### src/jfps_pkg.sv
package jfps_pkg;

  // ==========================================================
  // Shift path geometry
  localparam int DR_W = 160;
  localparam logic [7:0] DR_LEN = 8'd160;
  localparam int IR_W = 6;
  localparam logic [5:0] IR_FLASH = 6'h08;
  localparam logic [5:0] IR_CAPTURE = 6'h01;
  localparam int ADDR_W = 17;
  localparam int RATE_W = 12;
  localparam int WORD_W = 128;
  localparam int N_SECT = 16;
  localparam int SECT_LSB = 13;
  localparam int FIELD_TOP = 155;

  // ==========================================================
  // Pattern lengths in bits
  localparam logic [7:0] LEN_4 = 8'd4;
  localparam logic [7:0] LEN_5 = 8'd5;
  localparam logic [7:0] LEN_7 = 8'd7;
  localparam logic [7:0] LEN_12 = 8'd12;
  localparam logic [7:0] LEN_19 = 8'd19;
  localparam logic [7:0] LEN_21 = 8'd21;
  localparam logic [7:0] LEN_22 = 8'd22;
  localparam logic [7:0] LEN_WORD = 8'd132;
  localparam logic [7:0] LEN_INIT = 8'd32;

  // ==========================================================
  // Data patterns, leftmost listed bit is the MSB
  localparam logic [7:0] PAT_INIT_HEAD = 8'ha4;
  localparam logic [21:0] PAT_SEL = 22'h00000c;
  localparam logic [21:0] PAT_PROT_HDR = 22'h103840;
  localparam logic [21:0] PAT_UNPROT = 22'h000000;
  localparam logic [21:0] PAT_PROT = 22'h000001;
  localparam logic [21:0] PAT_SECT = 22'h000004;
  localparam logic [21:0] PAT_PROT_END = 22'h000002;
  localparam logic [21:0] PAT_PROT_CLOSE = 22'h001400;
  localparam logic [21:0] PAT_ERS_HDR = 22'h205080;
  localparam logic [21:0] PAT_ERS_LAST = 22'h000022;
  localparam logic [21:0] PAT_ERS_GO = 22'h304080;
  localparam logic [21:0] PAT_ERS_DONE = 22'h305080;
  localparam logic [21:0] PAT_ERS_CLOSE = 22'h022800;
  localparam logic [21:0] PAT_WR = 22'h000008;
  localparam logic [21:0] PAT_WR_HDR = 22'h107008;
  localparam logic [21:0] PAT_WORD = 22'h000002;
  localparam logic [21:0] PAT_WR_CLOSE = 22'h005008;
  localparam logic [3:0] PFX_MORE = 4'hf;
  localparam logic [3:0] PFX_LAST = 4'h1;
  localparam logic [3:0] PFX_WORD = 4'h2;

  // ==========================================================
  // Operation codes towards the flash array
  localparam logic [2:0] OP_UNPROT = 3'h0;
  localparam logic [2:0] OP_PROT = 3'h1;
  localparam logic [2:0] OP_ERASE = 3'h2;
  localparam logic [2:0] OP_WORD = 3'h3;
  localparam logic [2:0] OP_PAGE = 3'h4;

  typedef enum logic [15:0] {
    TAP_TLR = 16'h0001, TAP_RTI = 16'h0002, TAP_SDR = 16'h0004,
    TAP_CDR = 16'h0008, TAP_SHDR = 16'h0010, TAP_E1DR = 16'h0020,
    TAP_PDR = 16'h0040, TAP_E2DR = 16'h0080, TAP_UDR = 16'h0100,
    TAP_SIR = 16'h0200, TAP_CIR = 16'h0400, TAP_SHIR = 16'h0800,
    TAP_E1IR = 16'h1000, TAP_PIR = 16'h2000, TAP_E2IR = 16'h4000,
    TAP_UIR = 16'h8000
  } jfps_tap_t;

  typedef enum logic [18:0] {
    SQ_IDLE = 19'h00001, SQ_INIT = 19'h00002, SQ_READY = 19'h00004,
    SQ_SEL = 19'h00008, SQ_PMODE = 19'h00010, SQ_PLIST = 19'h00020,
    SQ_PADDR = 19'h00040, SQ_PCL1 = 19'h00080, SQ_PCL2 = 19'h00100,
    SQ_ELIST = 19'h00200, SQ_ELAST = 19'h00400, SQ_ERATE = 19'h00800,
    SQ_EARM = 19'h01000, SQ_ERUN = 19'h02000, SQ_EEND = 19'h04000,
    SQ_WHDR = 19'h08000, SQ_WADDR = 19'h10000, SQ_WDATA = 19'h20000,
    SQ_WTAIL = 19'h40000
  } jfps_seq_t;

endpackage

### src/jfps_tap_if.sv
interface jfps_tap_if;
  logic tck_s;
  logic tms_s;
  logic trst_s_n;
  logic rise;
  logic fall;
  logic in_reset;
  logic cap_dr;
  logic shift_dr;
  logic upd_dr;
  logic cap_ir;
  logic shift_ir;
  logic upd_ir;
  modport tap (input tck_s, tms_s, trst_s_n, output rise, fall, in_reset,
    cap_dr, shift_dr, upd_dr, cap_ir, shift_ir, upd_ir);
  modport core (output tck_s, tms_s, trst_s_n, input rise, fall, in_reset,
    cap_dr, shift_dr, upd_dr, cap_ir, shift_ir, upd_ir);
endinterface

### src/jfps_top.sv
// Behaviour
// - Flash timing tick derived from test clock edges, which are detected by sampling on the system clock.
// - Addresses are 17-bit flash-word addresses, absolute bits 4 to 20.
// - All sectors protected after reset; only unprotected sectors erase or write.
// - No programming accepted until initialization has completed.
// - Protect/unprotect: 1100, header, then five-bit selector 00000 or 00001.
// - Erase start pattern, clock kept running, then done and close patterns.
module jfps_top (
  input wire logic clock,
  input wire logic rst_n,
  input wire logic tck,
  input wire logic tms,
  input wire logic tdi,
  input wire logic trst_n,
  input wire logic debug_select_pin,
  output logic tdo,
  output logic tdo_oe,
  output logic flash_tick,
  output logic init_done,
  output logic erase_busy,
  output logic [jfps_pkg::N_SECT-1:0] prot_flags,
  output logic op_valid,
  output logic [2:0] op_code,
  output logic [jfps_pkg::ADDR_W-1:0] op_addr,
  output logic [jfps_pkg::N_SECT-1:0] op_mask,
  output logic [jfps_pkg::WORD_W-1:0] op_data,
  output logic [jfps_pkg::RATE_W-1:0] flash_clock_rate_value,
  output logic op_denied
);

  typedef struct packed {
    logic [4:0] pin_m;
    logic [4:0] pin_s;
    logic [jfps_pkg::DR_W-1:0] dr;
    logic [7:0] cnt;
    logic [jfps_pkg::IR_W-1:0] ir_sh;
    logic flash_mode;
    jfps_pkg::jfps_seq_t st;
    logic [jfps_pkg::N_SECT-1:0] prot;
    logic protect_sel;
    logic [jfps_pkg::N_SECT-1:0] ers_mask;
    logic [jfps_pkg::ADDR_W-1:0] addr;
    logic [jfps_pkg::RATE_W-1:0] rate;
    logic op_valid;
    logic [2:0] op_code;
    logic [jfps_pkg::ADDR_W-1:0] op_addr;
    logic [jfps_pkg::N_SECT-1:0] op_mask;
    logic [jfps_pkg::WORD_W-1:0] op_data;
    logic op_denied;
    logic init_done;
    logic erase_busy;
    logic flash_tick;
    logic tdo;
    logic tdo_oe;
  } jfps_top_state_t;

  jfps_top_state_t r_reg;
  jfps_top_state_t r_next;
  logic rst_m_n;
  logic rst_s_n;
  jfps_tap_if tp ();

  // ==========================================================
  // Reset release
  always_ff @(posedge clock or negedge rst_n) begin
    if (!rst_n) begin
      rst_m_n <= 1'b0;
      rst_s_n <= 1'b0;
    end else begin
      rst_m_n <= 1'b1;
      rst_s_n <= rst_m_n;
    end
  end

  jfps_tap u_tap (
    .clock(clock),
    .rst_s_n(rst_s_n),
    .tp(tp)
  );

  assign tp.tck_s = r_reg.pin_s[0];
  assign tp.tms_s = r_reg.pin_s[1];
  assign tp.trst_s_n = r_reg.pin_s[3];

  // ==========================================================
  // Pattern helpers
  function automatic logic pat_hit(input logic [jfps_pkg::DR_W-1:0] d,
    input logic [7:0] n, input logic [7:0] len, input logic [21:0] pat);
    logic [jfps_pkg::DR_W-1:0] sh;
    sh = d >> (jfps_pkg::DR_LEN - len);
    pat_hit = (n == len) && (sh[21:0] == pat);
  endfunction

  function automatic logic pfx_hit(input logic [jfps_pkg::DR_W-1:0] d,
    input logic [7:0] n, input logic [7:0] len, input logic [3:0] pfx);
    pfx_hit = (n == len) && (d[jfps_pkg::DR_W-1 -: 4] == pfx);
  endfunction

  function automatic logic [jfps_pkg::ADDR_W-1:0] field_addr(
    input logic [jfps_pkg::DR_W-1:0] d);
    logic [jfps_pkg::ADDR_W-1:0] a;
    a = '0;
    for (int i = 0; i < jfps_pkg::ADDR_W; i++) begin
      a[i] = d[jfps_pkg::FIELD_TOP - i];
    end
    field_addr = a;
  endfunction

  function automatic logic [3:0] sect_of(input logic [16:0] a);
    sect_of = a[jfps_pkg::ADDR_W-1:jfps_pkg::SECT_LSB];
  endfunction

  // ==========================================================
  // Next state
  always_comb begin
    logic [jfps_pkg::DR_W-1:0] d;
    logic [7:0] n;
    logic [jfps_pkg::ADDR_W-1:0] fa;
    d = r_reg.dr;
    n = r_reg.cnt;
    fa = field_addr(r_reg.dr);
    r_next = r_reg;
    r_next.pin_m = {debug_select_pin, trst_n, tdi, tms, tck};
    r_next.pin_s = r_reg.pin_m;
    r_next.op_valid = 1'b0;
    r_next.flash_tick = tp.rise & r_reg.flash_mode;
    if (tp.in_reset) begin
      r_next.flash_mode = 1'b0;
    end
    if (tp.cap_ir && tp.rise) begin
      r_next.ir_sh = jfps_pkg::IR_CAPTURE;
    end
    if (tp.shift_ir && tp.rise) begin
      r_next.ir_sh = {r_reg.pin_s[2], r_reg.ir_sh[jfps_pkg::IR_W-1:1]};
    end
    if (tp.upd_ir && tp.fall) begin
      r_next.flash_mode = (r_reg.ir_sh == jfps_pkg::IR_FLASH)
        && r_reg.pin_s[4];
    end
    if (tp.cap_dr && tp.rise) begin
      r_next.cnt = 8'h00;
    end
    if (tp.shift_dr && tp.rise) begin
      r_next.dr = {r_reg.pin_s[2], r_reg.dr[jfps_pkg::DR_W-1:1]};
      if (r_reg.cnt != 8'hff) begin
        r_next.cnt = r_reg.cnt + 8'h01;
      end
    end
    if (tp.fall) begin
      r_next.tdo = tp.shift_ir ? r_reg.ir_sh[0] : r_reg.dr[0];
      r_next.tdo_oe = tp.shift_ir | tp.shift_dr;
    end
    if (tp.upd_dr && tp.fall && r_reg.flash_mode) begin
      case (r_reg.st)
        jfps_pkg::SQ_IDLE: begin
          if (n == jfps_pkg::LEN_INIT && d[159 -: 8] == jfps_pkg::PAT_INIT_HEAD) begin
            r_next.st = jfps_pkg::SQ_INIT;
          end
        end
        jfps_pkg::SQ_INIT: begin
          if (n == jfps_pkg::LEN_INIT && d[159 -: 8] == jfps_pkg::PAT_INIT_HEAD) begin
            r_next.init_done = 1'b1;
            r_next.st = jfps_pkg::SQ_READY;
          end
        end
        jfps_pkg::SQ_READY: begin
          if (pat_hit(d, n, jfps_pkg::LEN_4, jfps_pkg::PAT_SEL)) begin
            r_next.st = jfps_pkg::SQ_SEL;
          end else if (pat_hit(d, n, jfps_pkg::LEN_4, jfps_pkg::PAT_WR)) begin
            r_next.st = jfps_pkg::SQ_WHDR;
          end
        end
        jfps_pkg::SQ_SEL: begin
          r_next.ers_mask = '0;
          if (pat_hit(d, n, jfps_pkg::LEN_21, jfps_pkg::PAT_PROT_HDR)) begin
            r_next.st = jfps_pkg::SQ_PMODE;
          end else if (pat_hit(d, n, jfps_pkg::LEN_22, jfps_pkg::PAT_ERS_HDR)) begin
            r_next.st = jfps_pkg::SQ_ELIST;
          end else begin
            r_next.st = jfps_pkg::SQ_READY;
          end
        end
        jfps_pkg::SQ_PMODE: begin
          if (pat_hit(d, n, jfps_pkg::LEN_5, jfps_pkg::PAT_UNPROT)) begin
            r_next.protect_sel = 1'b0;
            r_next.st = jfps_pkg::SQ_PLIST;
          end else if (pat_hit(d, n, jfps_pkg::LEN_5, jfps_pkg::PAT_PROT)) begin
            r_next.protect_sel = 1'b1;
            r_next.st = jfps_pkg::SQ_PLIST;
          end else begin
            r_next.st = jfps_pkg::SQ_READY;
          end
        end
        jfps_pkg::SQ_PLIST: begin
          if (pat_hit(d, n, jfps_pkg::LEN_4, jfps_pkg::PAT_SECT)) begin
            r_next.st = jfps_pkg::SQ_PADDR;
          end else if (pat_hit(d, n, jfps_pkg::LEN_7, jfps_pkg::PAT_PROT_END)) begin
            r_next.st = jfps_pkg::SQ_PCL1;
          end
        end
        jfps_pkg::SQ_PADDR: begin
          if (pfx_hit(d, n, jfps_pkg::LEN_21, jfps_pkg::PFX_MORE)) begin
            r_next.prot[sect_of(fa)] = r_reg.protect_sel;
            r_next.op_valid = 1'b1;
            r_next.op_code = r_reg.protect_sel ? jfps_pkg::OP_PROT
              : jfps_pkg::OP_UNPROT;
            r_next.op_addr = fa;
            r_next.op_denied = 1'b0;
            r_next.st = jfps_pkg::SQ_PLIST;
          end
        end
        jfps_pkg::SQ_PCL1: begin
          if (pat_hit(d, n, jfps_pkg::LEN_4, jfps_pkg::PAT_SEL)) begin
            r_next.st = jfps_pkg::SQ_PCL2;
          end
        end
        jfps_pkg::SQ_PCL2: begin
          if (pat_hit(d, n, jfps_pkg::LEN_19, jfps_pkg::PAT_PROT_CLOSE)) begin
            r_next.st = jfps_pkg::SQ_READY;
          end
        end
        jfps_pkg::SQ_ELIST: begin
          if (pfx_hit(d, n, jfps_pkg::LEN_21, jfps_pkg::PFX_MORE)) begin
            r_next.ers_mask[sect_of(fa)] = 1'b1;
          end else if (pat_hit(d, n, jfps_pkg::LEN_7, jfps_pkg::PAT_ERS_LAST)) begin
            r_next.st = jfps_pkg::SQ_ELAST;
          end
        end
        jfps_pkg::SQ_ELAST: begin
          if (pfx_hit(d, n, jfps_pkg::LEN_21, jfps_pkg::PFX_LAST)) begin
            r_next.ers_mask[sect_of(fa)] = 1'b1;
            r_next.st = jfps_pkg::SQ_ERATE;
          end
        end
        jfps_pkg::SQ_ERATE: begin
          if (n == jfps_pkg::LEN_12) begin
            for (int i = 0; i < jfps_pkg::RATE_W; i++) begin
              r_next.rate[i] = d[jfps_pkg::DR_W-1-i];
            end
            r_next.st = jfps_pkg::SQ_EARM;
          end
        end
        jfps_pkg::SQ_EARM: begin
          if (pat_hit(d, n, jfps_pkg::LEN_22, jfps_pkg::PAT_ERS_GO)) begin
            r_next.op_valid = 1'b1;
            r_next.op_code = jfps_pkg::OP_ERASE;
            r_next.op_mask = r_reg.ers_mask & ~r_reg.prot;
            r_next.op_denied = |(r_reg.ers_mask & r_reg.prot);
            r_next.erase_busy = 1'b1;
            r_next.st = jfps_pkg::SQ_ERUN;
          end
        end
        jfps_pkg::SQ_ERUN: begin
          if (pat_hit(d, n, jfps_pkg::LEN_22, jfps_pkg::PAT_ERS_DONE)) begin
            r_next.erase_busy = 1'b0;
            r_next.st = jfps_pkg::SQ_EEND;
          end
        end
        jfps_pkg::SQ_EEND: begin
          if (pat_hit(d, n, jfps_pkg::LEN_21, jfps_pkg::PAT_ERS_CLOSE)) begin
            r_next.st = jfps_pkg::SQ_READY;
          end
        end
        jfps_pkg::SQ_WHDR: begin
          if (pat_hit(d, n, jfps_pkg::LEN_22, jfps_pkg::PAT_WR_HDR)) begin
            r_next.st = jfps_pkg::SQ_WADDR;
          end
        end
        jfps_pkg::SQ_WADDR: begin
          if (pfx_hit(d, n, jfps_pkg::LEN_21, jfps_pkg::PFX_LAST)) begin
            r_next.addr = fa;
            r_next.st = jfps_pkg::SQ_WDATA;
          end
        end
        jfps_pkg::SQ_WDATA: begin
          if (pfx_hit(d, n, jfps_pkg::LEN_WORD, jfps_pkg::PFX_WORD)) begin
            for (int i = 0; i < jfps_pkg::WORD_W; i++) begin
              r_next.op_data[i] = d[jfps_pkg::FIELD_TOP-i];
            end
            r_next.op_valid = 1'b1;
            r_next.op_code = jfps_pkg::OP_WORD;
            r_next.op_addr = r_reg.addr;
            r_next.op_denied = r_reg.prot[sect_of(r_reg.addr)];
            r_next.addr = r_reg.addr + 17'h00001;
          end else if (pat_hit(d, n, jfps_pkg::LEN_4, jfps_pkg::PAT_WORD)) begin
            r_next.op_valid = 1'b1;
            r_next.op_code = jfps_pkg::OP_PAGE;
            r_next.op_addr = r_reg.addr;
            r_next.op_denied = r_reg.prot[sect_of(r_reg.addr)];
            r_next.st = jfps_pkg::SQ_WTAIL;
          end
        end
        jfps_pkg::SQ_WTAIL: begin
          if (pat_hit(d, n, jfps_pkg::LEN_21, jfps_pkg::PAT_WR_CLOSE)) begin
            r_next.st = jfps_pkg::SQ_READY;
          end
        end
        default: r_next.st = jfps_pkg::SQ_IDLE;
      endcase
    end
  end

  always_ff @(posedge clock or negedge rst_s_n) begin
    if (!rst_s_n) begin
      r_reg <= '0;
      r_reg.st <= jfps_pkg::SQ_IDLE;
      r_reg.prot <= '1;
      r_reg.ir_sh <= jfps_pkg::IR_CAPTURE;
    end else begin
      r_reg <= r_next;
    end
  end

  assign tdo = r_reg.tdo;
  assign tdo_oe = r_reg.tdo_oe;
  assign flash_tick = r_reg.flash_tick;
  assign init_done = r_reg.init_done;
  assign erase_busy = r_reg.erase_busy;
  assign prot_flags = r_reg.prot;
  assign op_valid = r_reg.op_valid;
  assign op_code = r_reg.op_code;
  assign op_addr = r_reg.op_addr;
  assign op_mask = r_reg.op_mask;
  assign op_data = r_reg.op_data;
  assign flash_clock_rate_value = r_reg.rate;
  assign op_denied = r_reg.op_denied;
endmodule

### src/jfps_tap.sv
module jfps_tap (
  input wire logic clock,
  input wire logic rst_s_n,
  jfps_tap_if.tap tp
);

  typedef struct packed {
    jfps_pkg::jfps_tap_t st;
    logic tck_d;
  } jfps_tap_state_t;

  jfps_tap_state_t r_reg;
  jfps_tap_state_t r_next;
  jfps_pkg::jfps_tap_t nx;

  // ==========================================================
  // Standard test access port state machine
  always_comb begin
    case (r_reg.st)
      jfps_pkg::TAP_TLR: nx = tp.tms_s ? jfps_pkg::TAP_TLR : jfps_pkg::TAP_RTI;
      jfps_pkg::TAP_RTI: nx = tp.tms_s ? jfps_pkg::TAP_SDR : jfps_pkg::TAP_RTI;
      jfps_pkg::TAP_SDR: nx = tp.tms_s ? jfps_pkg::TAP_SIR : jfps_pkg::TAP_CDR;
      jfps_pkg::TAP_CDR: nx = tp.tms_s ? jfps_pkg::TAP_E1DR : jfps_pkg::TAP_SHDR;
      jfps_pkg::TAP_SHDR: nx = tp.tms_s ? jfps_pkg::TAP_E1DR : jfps_pkg::TAP_SHDR;
      jfps_pkg::TAP_E1DR: nx = tp.tms_s ? jfps_pkg::TAP_UDR : jfps_pkg::TAP_PDR;
      jfps_pkg::TAP_PDR: nx = tp.tms_s ? jfps_pkg::TAP_E2DR : jfps_pkg::TAP_PDR;
      jfps_pkg::TAP_E2DR: nx = tp.tms_s ? jfps_pkg::TAP_UDR : jfps_pkg::TAP_SHDR;
      jfps_pkg::TAP_UDR: nx = tp.tms_s ? jfps_pkg::TAP_SDR : jfps_pkg::TAP_RTI;
      jfps_pkg::TAP_SIR: nx = tp.tms_s ? jfps_pkg::TAP_TLR : jfps_pkg::TAP_CIR;
      jfps_pkg::TAP_CIR: nx = tp.tms_s ? jfps_pkg::TAP_E1IR : jfps_pkg::TAP_SHIR;
      jfps_pkg::TAP_SHIR: nx = tp.tms_s ? jfps_pkg::TAP_E1IR : jfps_pkg::TAP_SHIR;
      jfps_pkg::TAP_E1IR: nx = tp.tms_s ? jfps_pkg::TAP_UIR : jfps_pkg::TAP_PIR;
      jfps_pkg::TAP_PIR: nx = tp.tms_s ? jfps_pkg::TAP_E2IR : jfps_pkg::TAP_PIR;
      jfps_pkg::TAP_E2IR: nx = tp.tms_s ? jfps_pkg::TAP_UIR : jfps_pkg::TAP_SHIR;
      jfps_pkg::TAP_UIR: nx = tp.tms_s ? jfps_pkg::TAP_SDR : jfps_pkg::TAP_RTI;
      default: nx = jfps_pkg::TAP_TLR;
    endcase
    r_next = r_reg;
    r_next.tck_d = tp.tck_s;
    if (!tp.trst_s_n) begin
      r_next.st = jfps_pkg::TAP_TLR;
    end else if (tp.rise) begin
      r_next.st = nx;
    end
  end

  always_ff @(posedge clock or negedge rst_s_n) begin
    if (!rst_s_n) begin
      r_reg <= '{st: jfps_pkg::TAP_TLR, tck_d: 1'b0};
    end else begin
      r_reg <= r_next;
    end
  end

  assign tp.rise = tp.tck_s & ~r_reg.tck_d;
  assign tp.fall = ~tp.tck_s & r_reg.tck_d;
  assign tp.in_reset = (r_reg.st == jfps_pkg::TAP_TLR);
  assign tp.cap_dr = (r_reg.st == jfps_pkg::TAP_CDR);
  assign tp.shift_dr = (r_reg.st == jfps_pkg::TAP_SHDR);
  assign tp.upd_dr = (r_reg.st == jfps_pkg::TAP_UDR);
  assign tp.cap_ir = (r_reg.st == jfps_pkg::TAP_CIR);
  assign tp.shift_ir = (r_reg.st == jfps_pkg::TAP_SHIR);
  assign tp.upd_ir = (r_reg.st == jfps_pkg::TAP_UIR);
endmodule

### config.mk
export PLATFORM = sky130hd
export DESIGN_NAME = jfps_top
export DESIGN_NICKNAME = d
export VERILOG_FILES = /design/src/jfps_pkg.sv /design/src/jfps_tap_if.sv /design/src/jfps_top.sv /design/src/jfps_tap.sv
export SDC_FILE = /design/constraint.sdc
export NUM_CORES = 1
export LEC_CHECK = 0
export BUFFER_PORTS_ARGS = -buffer_cell sky130_fd_sc_hd__buf_2
export CAP_MARGIN = 5
export CORE_ASPECT_RATIO = 0.5
export CORE_MARGIN = 5
export CORE_UTILIZATION = 40
export DETAILED_ROUTE_END_ITERATION = 6
export SYNTH_ARGS = -nofsm -noshare
export SYNTH_HDL_FRONTEND = slang
export SYNTH_SLANG_ARGS = --single-unit
### constraint.sdc
create_clock -name clock -period 12.5 [get_ports clock]
set_clock_uncertainty 0.05 [all_clocks]
set_input_delay 0 -clock clock [delete_from_list [all_inputs] [get_ports clock]]
set_output_delay 0 -clock clock [all_outputs]
set_load 0.02 [all_outputs]
==> results of run 1 <==
## worst paths after layout
kind | end | slack [ns] | cells past startpoint | start
min in group asynchronous | rst_s_n$_DFF_PN0_ | 0.25 | 3 | rst_n
max in group asynchronous | r_reg[417]$_DFFE_PN0P_ | 9.19 | 3 | rst_s_n$_DFF_PN0_
min | r_next[427]$_DFF_PN0_ | 0.04 | 2 | tck
max reg2reg | op_data[108]$_DFFE_PN0P_ | 8.17 | 8 | r_reg[234]$_DFFE_PN0P_
min reg2reg | op_data[104]$_DFFE_PN0P_ | 0.26 | 0 | rst_s_n$_DFF_PN0_
max | op_data[108]$_DFFE_PN0P_ | 8.17 | 8 | r_reg[234]$_DFFE_PN0P_
## synthesized netlist by cell type (5+ instances only)
library cell  number  area, sq um
nand2_1          600         2250
dfrtp_1          437        10900
buf_4            193         1450
mux2_2           166         1870
o21ai_0           75          375
nor2_1            65          244
clkbuf_1          61          229
a21oi_1           42          210
nand3_1           42          210
nand2b_1          38          238
buf_2             28          140
a22oi_1           22          165
nand4_1           21          131
nor3_1            21          105
nor4_1            21          131
a31oi_1           20          125
dfstp_2           19          499
and3_1            17          106
inv_1             16         60.1
and2_1            15         93.8
nor2b_1           15         93.8
a22o_1            12          105
or4_1              9         67.6
mux2i_1            8         80.1
nor4b_1            8         70.1
xor2_1             7         61.3
nor3b_1            6         45.0
or3_1              6         37.5
and4_1             5         43.8
ha_1               5         62.6
mux2_4             5         75.1
mux4_2             5          113
o22ai_1            5         31.3
o31ai_1            5         37.5
or2_2              5         31.3
## per-stage QoR
stage | instance area (sq um) | total power, uW
floorplan | 21100 | 1530
global placement | 21300 | 1550
detailed placement | 21300 | 1550
CTS | 22800 | 2890
global route | 22800 | 2950
finish | 22800 | 2850
## power by group
group,internal (uW),leakage (uW),switching (uW)
Combinational,6.62,0.00474,31.6
Sequential,1480,0.00627,4.14
Clock,742,0.000690,585
## cell families (layout without fill, tap and decap cells)
family                   count (synthesis)  count (layout)  synth area share, %
adder cells (fa/ha/maj)                  5               5                0.297
other                                    1               1               0.0178
flip-flops                             456             456                 54.3
XOR/XNOR                                 9               9                0.374
multiplexers                           184             184                 10.1
AO/OA/AOI/OAI                          203             203                 5.91
AND/OR/NAND/NOR                        919             919                 19.9
buffers and inverters                  303             325                 9.13
## final cells by class
class	instances	area, sq um
tap	701	877
sequential	456	11400
clock buffer	68	1300
fill	4963	29200
timing repair buffer	231	1240
multi-input combinational	1321	7760
clock inverter	10	124
inverter	16	60.1
## routing by layer
layer,share of wire (%),up-vias
met5,0,-
met4,1.8,0
met3,4.4,71
met2,47,267
met1,46,7012
li1,-,6794
## timing repair
| action | 4_1_cts | 5_1_grt |
|---|---|---|
| hold buffers | 9 | 0 |
| hold endpoints to repair | 7 | 0 |
| endpoints found under the setup margin | 0 | 0 |
==> results.txt, run 1 <==
Status - complete, no violations
HPWL after detailed placement - 31300 microns
Hold Crit Class - primary input to register
Primary FF master, synth - dfrtp_1
CP bufs+invs - 2
Core Util, Final - 43.8%
Most frequent cells in the layout - nand2_1, dfrtp_1, buf_2, mux2_2, o21ai_0
Cells after DPL - 2716
TritonCTS clock tree - done
Core area - 52000 sq um
Final hold slack - 0.0386 ns
Htree depth - 2
Syn Nets - 2092
Critical path class - register to register
Pwr/cell area - 125 nW/um^2
Synthesized cell area - 21100 sq um
Cells after synthesis - 2080
DRC viols - 0
Element type at the critical path start - register
Number of buffers created by CTS - 44
Max-slew violations - 0
Max_slew headroom - 22.4%
Pin count of the biggest net entering global routing - 102
Gr usage total - 16.2%
Least-Margin Pin Slew - 1.16 ns
WL/cell - 16.9 microns
Die Width - 335 microns
Post-synth ARST share - 100%
# diodes - 0
Max Freq - 231 MHz
Met1 usage - 22.5%
Final Non-Filler Cells - 2803
EDFF count, synth - 0
Clock Pin Slew Worst Setup and Hold Paths - 0.06 ns
Leakage - 0.0117 uW
Starting DRT DRC Count - 1248
Commonest non-fill, non-tap cell in the layout - nand2_1
Total wire length - 47300 microns
Crit. End Element - register
Synth Area per Inst - 10.1 sq um
Clk sinks - 456
Final Hold Fails - 0
Maximum VDD drop - 0.0000780 V
Req. time, crit path - 12.89 ns
Final WS setup - 8.17 ns
Clock buffer depth - 3
Area delta synth->final - 8.21%
Setup TNS - 0 ns
Gr ovfl total - 0
CP max stage cell - buf_4
Setup Slack @ Placement - 8.17 ns
Num ports - 206
Port Buffers - 205
Die height - 172 microns
M2 GR Usage - 27.0%
Post-synthesis sequential area ratio - 54.3%
RSZ-0062 raised after global routing - false
Antenna Nets Post-Route - 0
Ys Warns - 0
Final min period - 4.33 ns
Final setup violation count - 0
Clk_lat worst skew - 0.57 ns
Proportion of layout cells with a drive suffix above 1 - 24.3%
Crit-path cells - nor4_2 > nand3_1 > nor3_2 > nand3_1 > nor2_4 > buf_4 > buf_4 > mux2_2
Synth cell types - 68
Vias in the first global route - 13800
Nets@finish - 2082
Arr. time, crit path - 4.72 ns
Busiest layer in global routing - met2
Via-to-Cell Ratio - 5.05
Initial antenna violation count - 0
Top cell family by delay on the critical path - simple AND/OR/NAND/NOR gates
First-pass GRT wire length - 77100 microns
Worst path max stage delay - 0.81 ns
Fin crit share - 34.6%
Cts repair resizes - 0
M3 GR Usage - 2.72%
Register bit total from synthesis - 456
Die area - 57700 sq um
# Max-Cap Violations - 0
Placer Congestion - 0.876
CP max FO - 66
DR vias - 14100
Total iterations of the first detailed-routing run - 6
CTS root buf - clkbuf_16
Initial Util - 40.5%
Max reg flops - 233
Row count - 59
Post-CTS setup repair buffer count - 0
Power figures use the tool's default switching activity.
==> inputs of run 2 (changes only) <==
- ABC_AREA: default -> 1
- clock period: 12.5 -> 3.9 ns (I/O delays scaled with it)
==> results.txt, run 2 <==
Status - complete, no violations
Via-to-Cell Ratio - 4.82 (-4.5%)
Element type at the critical path start - register
Clock Pin Slew Worst Setup and Hold Paths - 0.07 ns (about the same)
Clock buffer depth - 3 (unchanged)
CTS root buf - clkbuf_16
Setup TNS - 0 ns (unchanged)
Starting DRT DRC Count - 1597 (+28%)
Pin count of the biggest net entering global routing - 242 (+140%)
Primary FF master, synth - dfrtp_1
WL/cell - 15.4 microns (-8.8%)
Crit. End Element - register
Final min period - 3.04 ns (-1.28 ns)
Share of the synthesized area in the top cell type - 50.1% (-1.8 points)
Total wire length - 51800 microns (+9.5%)
Req. time, crit path - 4.29 ns (-8.60 ns)
Gr usage total - 17.3% (+1.1 points)
RSZ-0062 raised after global routing - false
EDFF count, synth - 0 (unchanged)
Gr ovfl total - 0 (unchanged)
Die Width - 340 microns (+1.7%)
Initial antenna violation count - 1 (+1)
Maximum VDD drop - 0.000293 V (+270%)
# diodes - 0 (unchanged)
Htree depth - 2 (unchanged)
Max-slew violations - 0 (unchanged)
Vias in the first global route - 15500 (+12%)
Antenna Nets Post-Route - 0 (unchanged)
Synth Area per Inst - 8.30 sq um (-18%)
Ranking of synthesized cells by area - dfrtp_1, nand2_1, buf_4
Clk_lat worst skew - 0.59 ns (+0.02 ns)
Hold Crit Class - primary input to async pin
DRC viols - 0 (unchanged)
Clk sinks - 456 (unchanged)
Row count - 60 (+1.7%)
CP max FO - 72 (+9.1%)
Synthesized cell area - 21800 sq um (+3.5%)
Placer Congestion - 0.910 (+4.0%)
# Max-Cap Violations - 0 (unchanged)
Max_slew headroom - 31.8% (+9.4 points)
Pwr/cell area - 402 nW/um^2 (+220%)
Fin crit share - 78.1% (+43 points)
Total iterations of the first detailed-routing run - 5 (-1)
Num ports - 206 (unchanged)
Synth cell types - 47 (-31%)
Hold_buf cts - 12 (+3)
Syn Nets - 2640 (+26%)
Die height - 175 microns (+1.7%)
Leakage - 0.0115 uW (-1.5%)
Top cells by count, synth - nand2_1, dfrtp_1, inv_1
Least-Margin Pin Slew - 1.02 ns (-0.139 ns)
Final setup violation count - 0 (unchanged)
Final Hold Fails - 0 (unchanged)
Proportion of layout cells with a drive suffix above 1 - 14.9% (-9.3 points)
Commonest non-fill, non-tap cell in the layout - nand2_1
Initial Util - 40.5% (+0.044 points)
First-pass GRT wire length - 84700 microns (+9.9%)
Critical path class - register to register
Cts repair resizes - 0 (unchanged)
Largest area contributor in the netlist - dfrtp_1
Max Freq - 329 MHz (+42%)
Arr. time, crit path - 3.44 ns (-1.28 ns)
Ys Warns - 0 (unchanged)
Core area - 53800 sq um (+3.4%)
Number of buffers created by CTS - 43 (-2.3%)
Die area - 59600 sq um (+3.4%)
Max reg flops - 233 (unchanged)
HPWL after detailed placement - 36500 microns (+17%)
Area delta synth->final - 8.44%
Nets@finish - 2630 (+26%)
Post-synthesis sequential area ratio - 52.4% (-1.9 points)
Post-synth ARST share - 100% (unchanged)
Most frequent cells in the layout - nand2_1, dfrtp_1, inv_1, o21ai_0, nor2_1
Cells after synthesis - 2628 (+26%)
Post-CTS setup repair buffer count - 0 (unchanged)
Most numerous cell in the Yosys netlist - nand2_1
TritonCTS clock tree - done
Pwr Total - 9520 uW (+230%)
DR vias - 16200 (+15%)
Port Buffers - 205 (unchanged)
Register bit total from synthesis - 456 (unchanged)
-- run 2: changes by cell type after synthesis, sizes merged, moves of 39 or more --
cell   change
inv      +298
nand3     +39
o21ai    +286
mux2     -171
nor2     +178
nand2     +97
-- run 2: layout make-up --
cell class              count  area [sq um]
inverters                 316          1190
fillers                  5353         30200
clock inverters            19           299
repair buffers            232          1360
clock buffers              61          1260
multi-input cells        1569          7220
well taps                 713           892
flip-flops and latches    456         11400
-- run 2: final timing paths --
kind / from / cells past startpoint / slack (ns) / end
setup / recovery: r_reg[240]$_DFFE_PN0P_ / 9 / 0.86 / op_data[53]$_DFFE_PN0P_
hold / removal: rst_n / 3 / 0.22 / rst_s_n$_DFF_PN0_
setup reg to reg: r_reg[240]$_DFFE_PN0P_ / 9 / 0.86 / op_data[53]$_DFFE_PN0P_
hold reg to reg: r_next[428]$_DFF_PN0_ / 0 / 0.30 / r_reg[428]$_DFF_PN0_
max in group asynchronous: rst_s_n$_DFF_PN0_ / 1 / 2.50 / async pin
min in group clock: r_next[428]$_DFF_PN0_ / 0 / 0.30 / r_reg[428]$_DFF_PN0_
-- run 2: through the flow --
step	instances	hold slack, ns	instance area [sq um]	setup slack (ns)	util [%]
4_1_cts	3366	0.182	23700	0.901	44.0
2_1_floorplan	2628	-0.346	21800	-0.598	-
6_report	3366	0.218	23700	0.856	44.0
3_5_place_dp	3274	-0.264	22000	0.913	40.8
3_3_place_gp	3274	-0.264	22000	1.05	40.8
5_1_grt	3366	0.233	23700	0.592	44.0
-- run 2: kinds of logic after synthesis --
group	synth area share, %
other	0.0172
adder cells (fa/ha/maj)	0.287
AND/OR/NAND/NOR	20.6
flip-flops	52.4
XOR/XNOR	0.522
buffers and inverters	14.6
AO/OA/AOI/OAI	11.6
-- run 2: worst max-delay path: stages, from the launching register on --
cell and delay (ns):
dfrtp_1 0.41, nor2_1 0.17, nand2_1 0.15, nor2_4 0.21, nand3_4 0.31, nor4_4 0.47, nand2_4 0.50, buf_12 0.37
nand2_1 0.10, o21ai_0 0.07
-- run 2: metal layers --
metal	GRT usage, %	vias up	share of wire (%)	wire length, microns
met1	24.2	7677	46	24000
met2	27.9	370	46	23700
met5	0	-	0.025	13
met4	4.71	2	2.6	1360
li1	-	8082	-	-
met3	3.05	90	5.2	2720
-- run 2: power breakdown --
group | internal (uW) | switching (uW)
registers | 4740 | 16.2
clock network | 2690 | 1940
logic | 30.7 | 109
total | 7460 | 2060
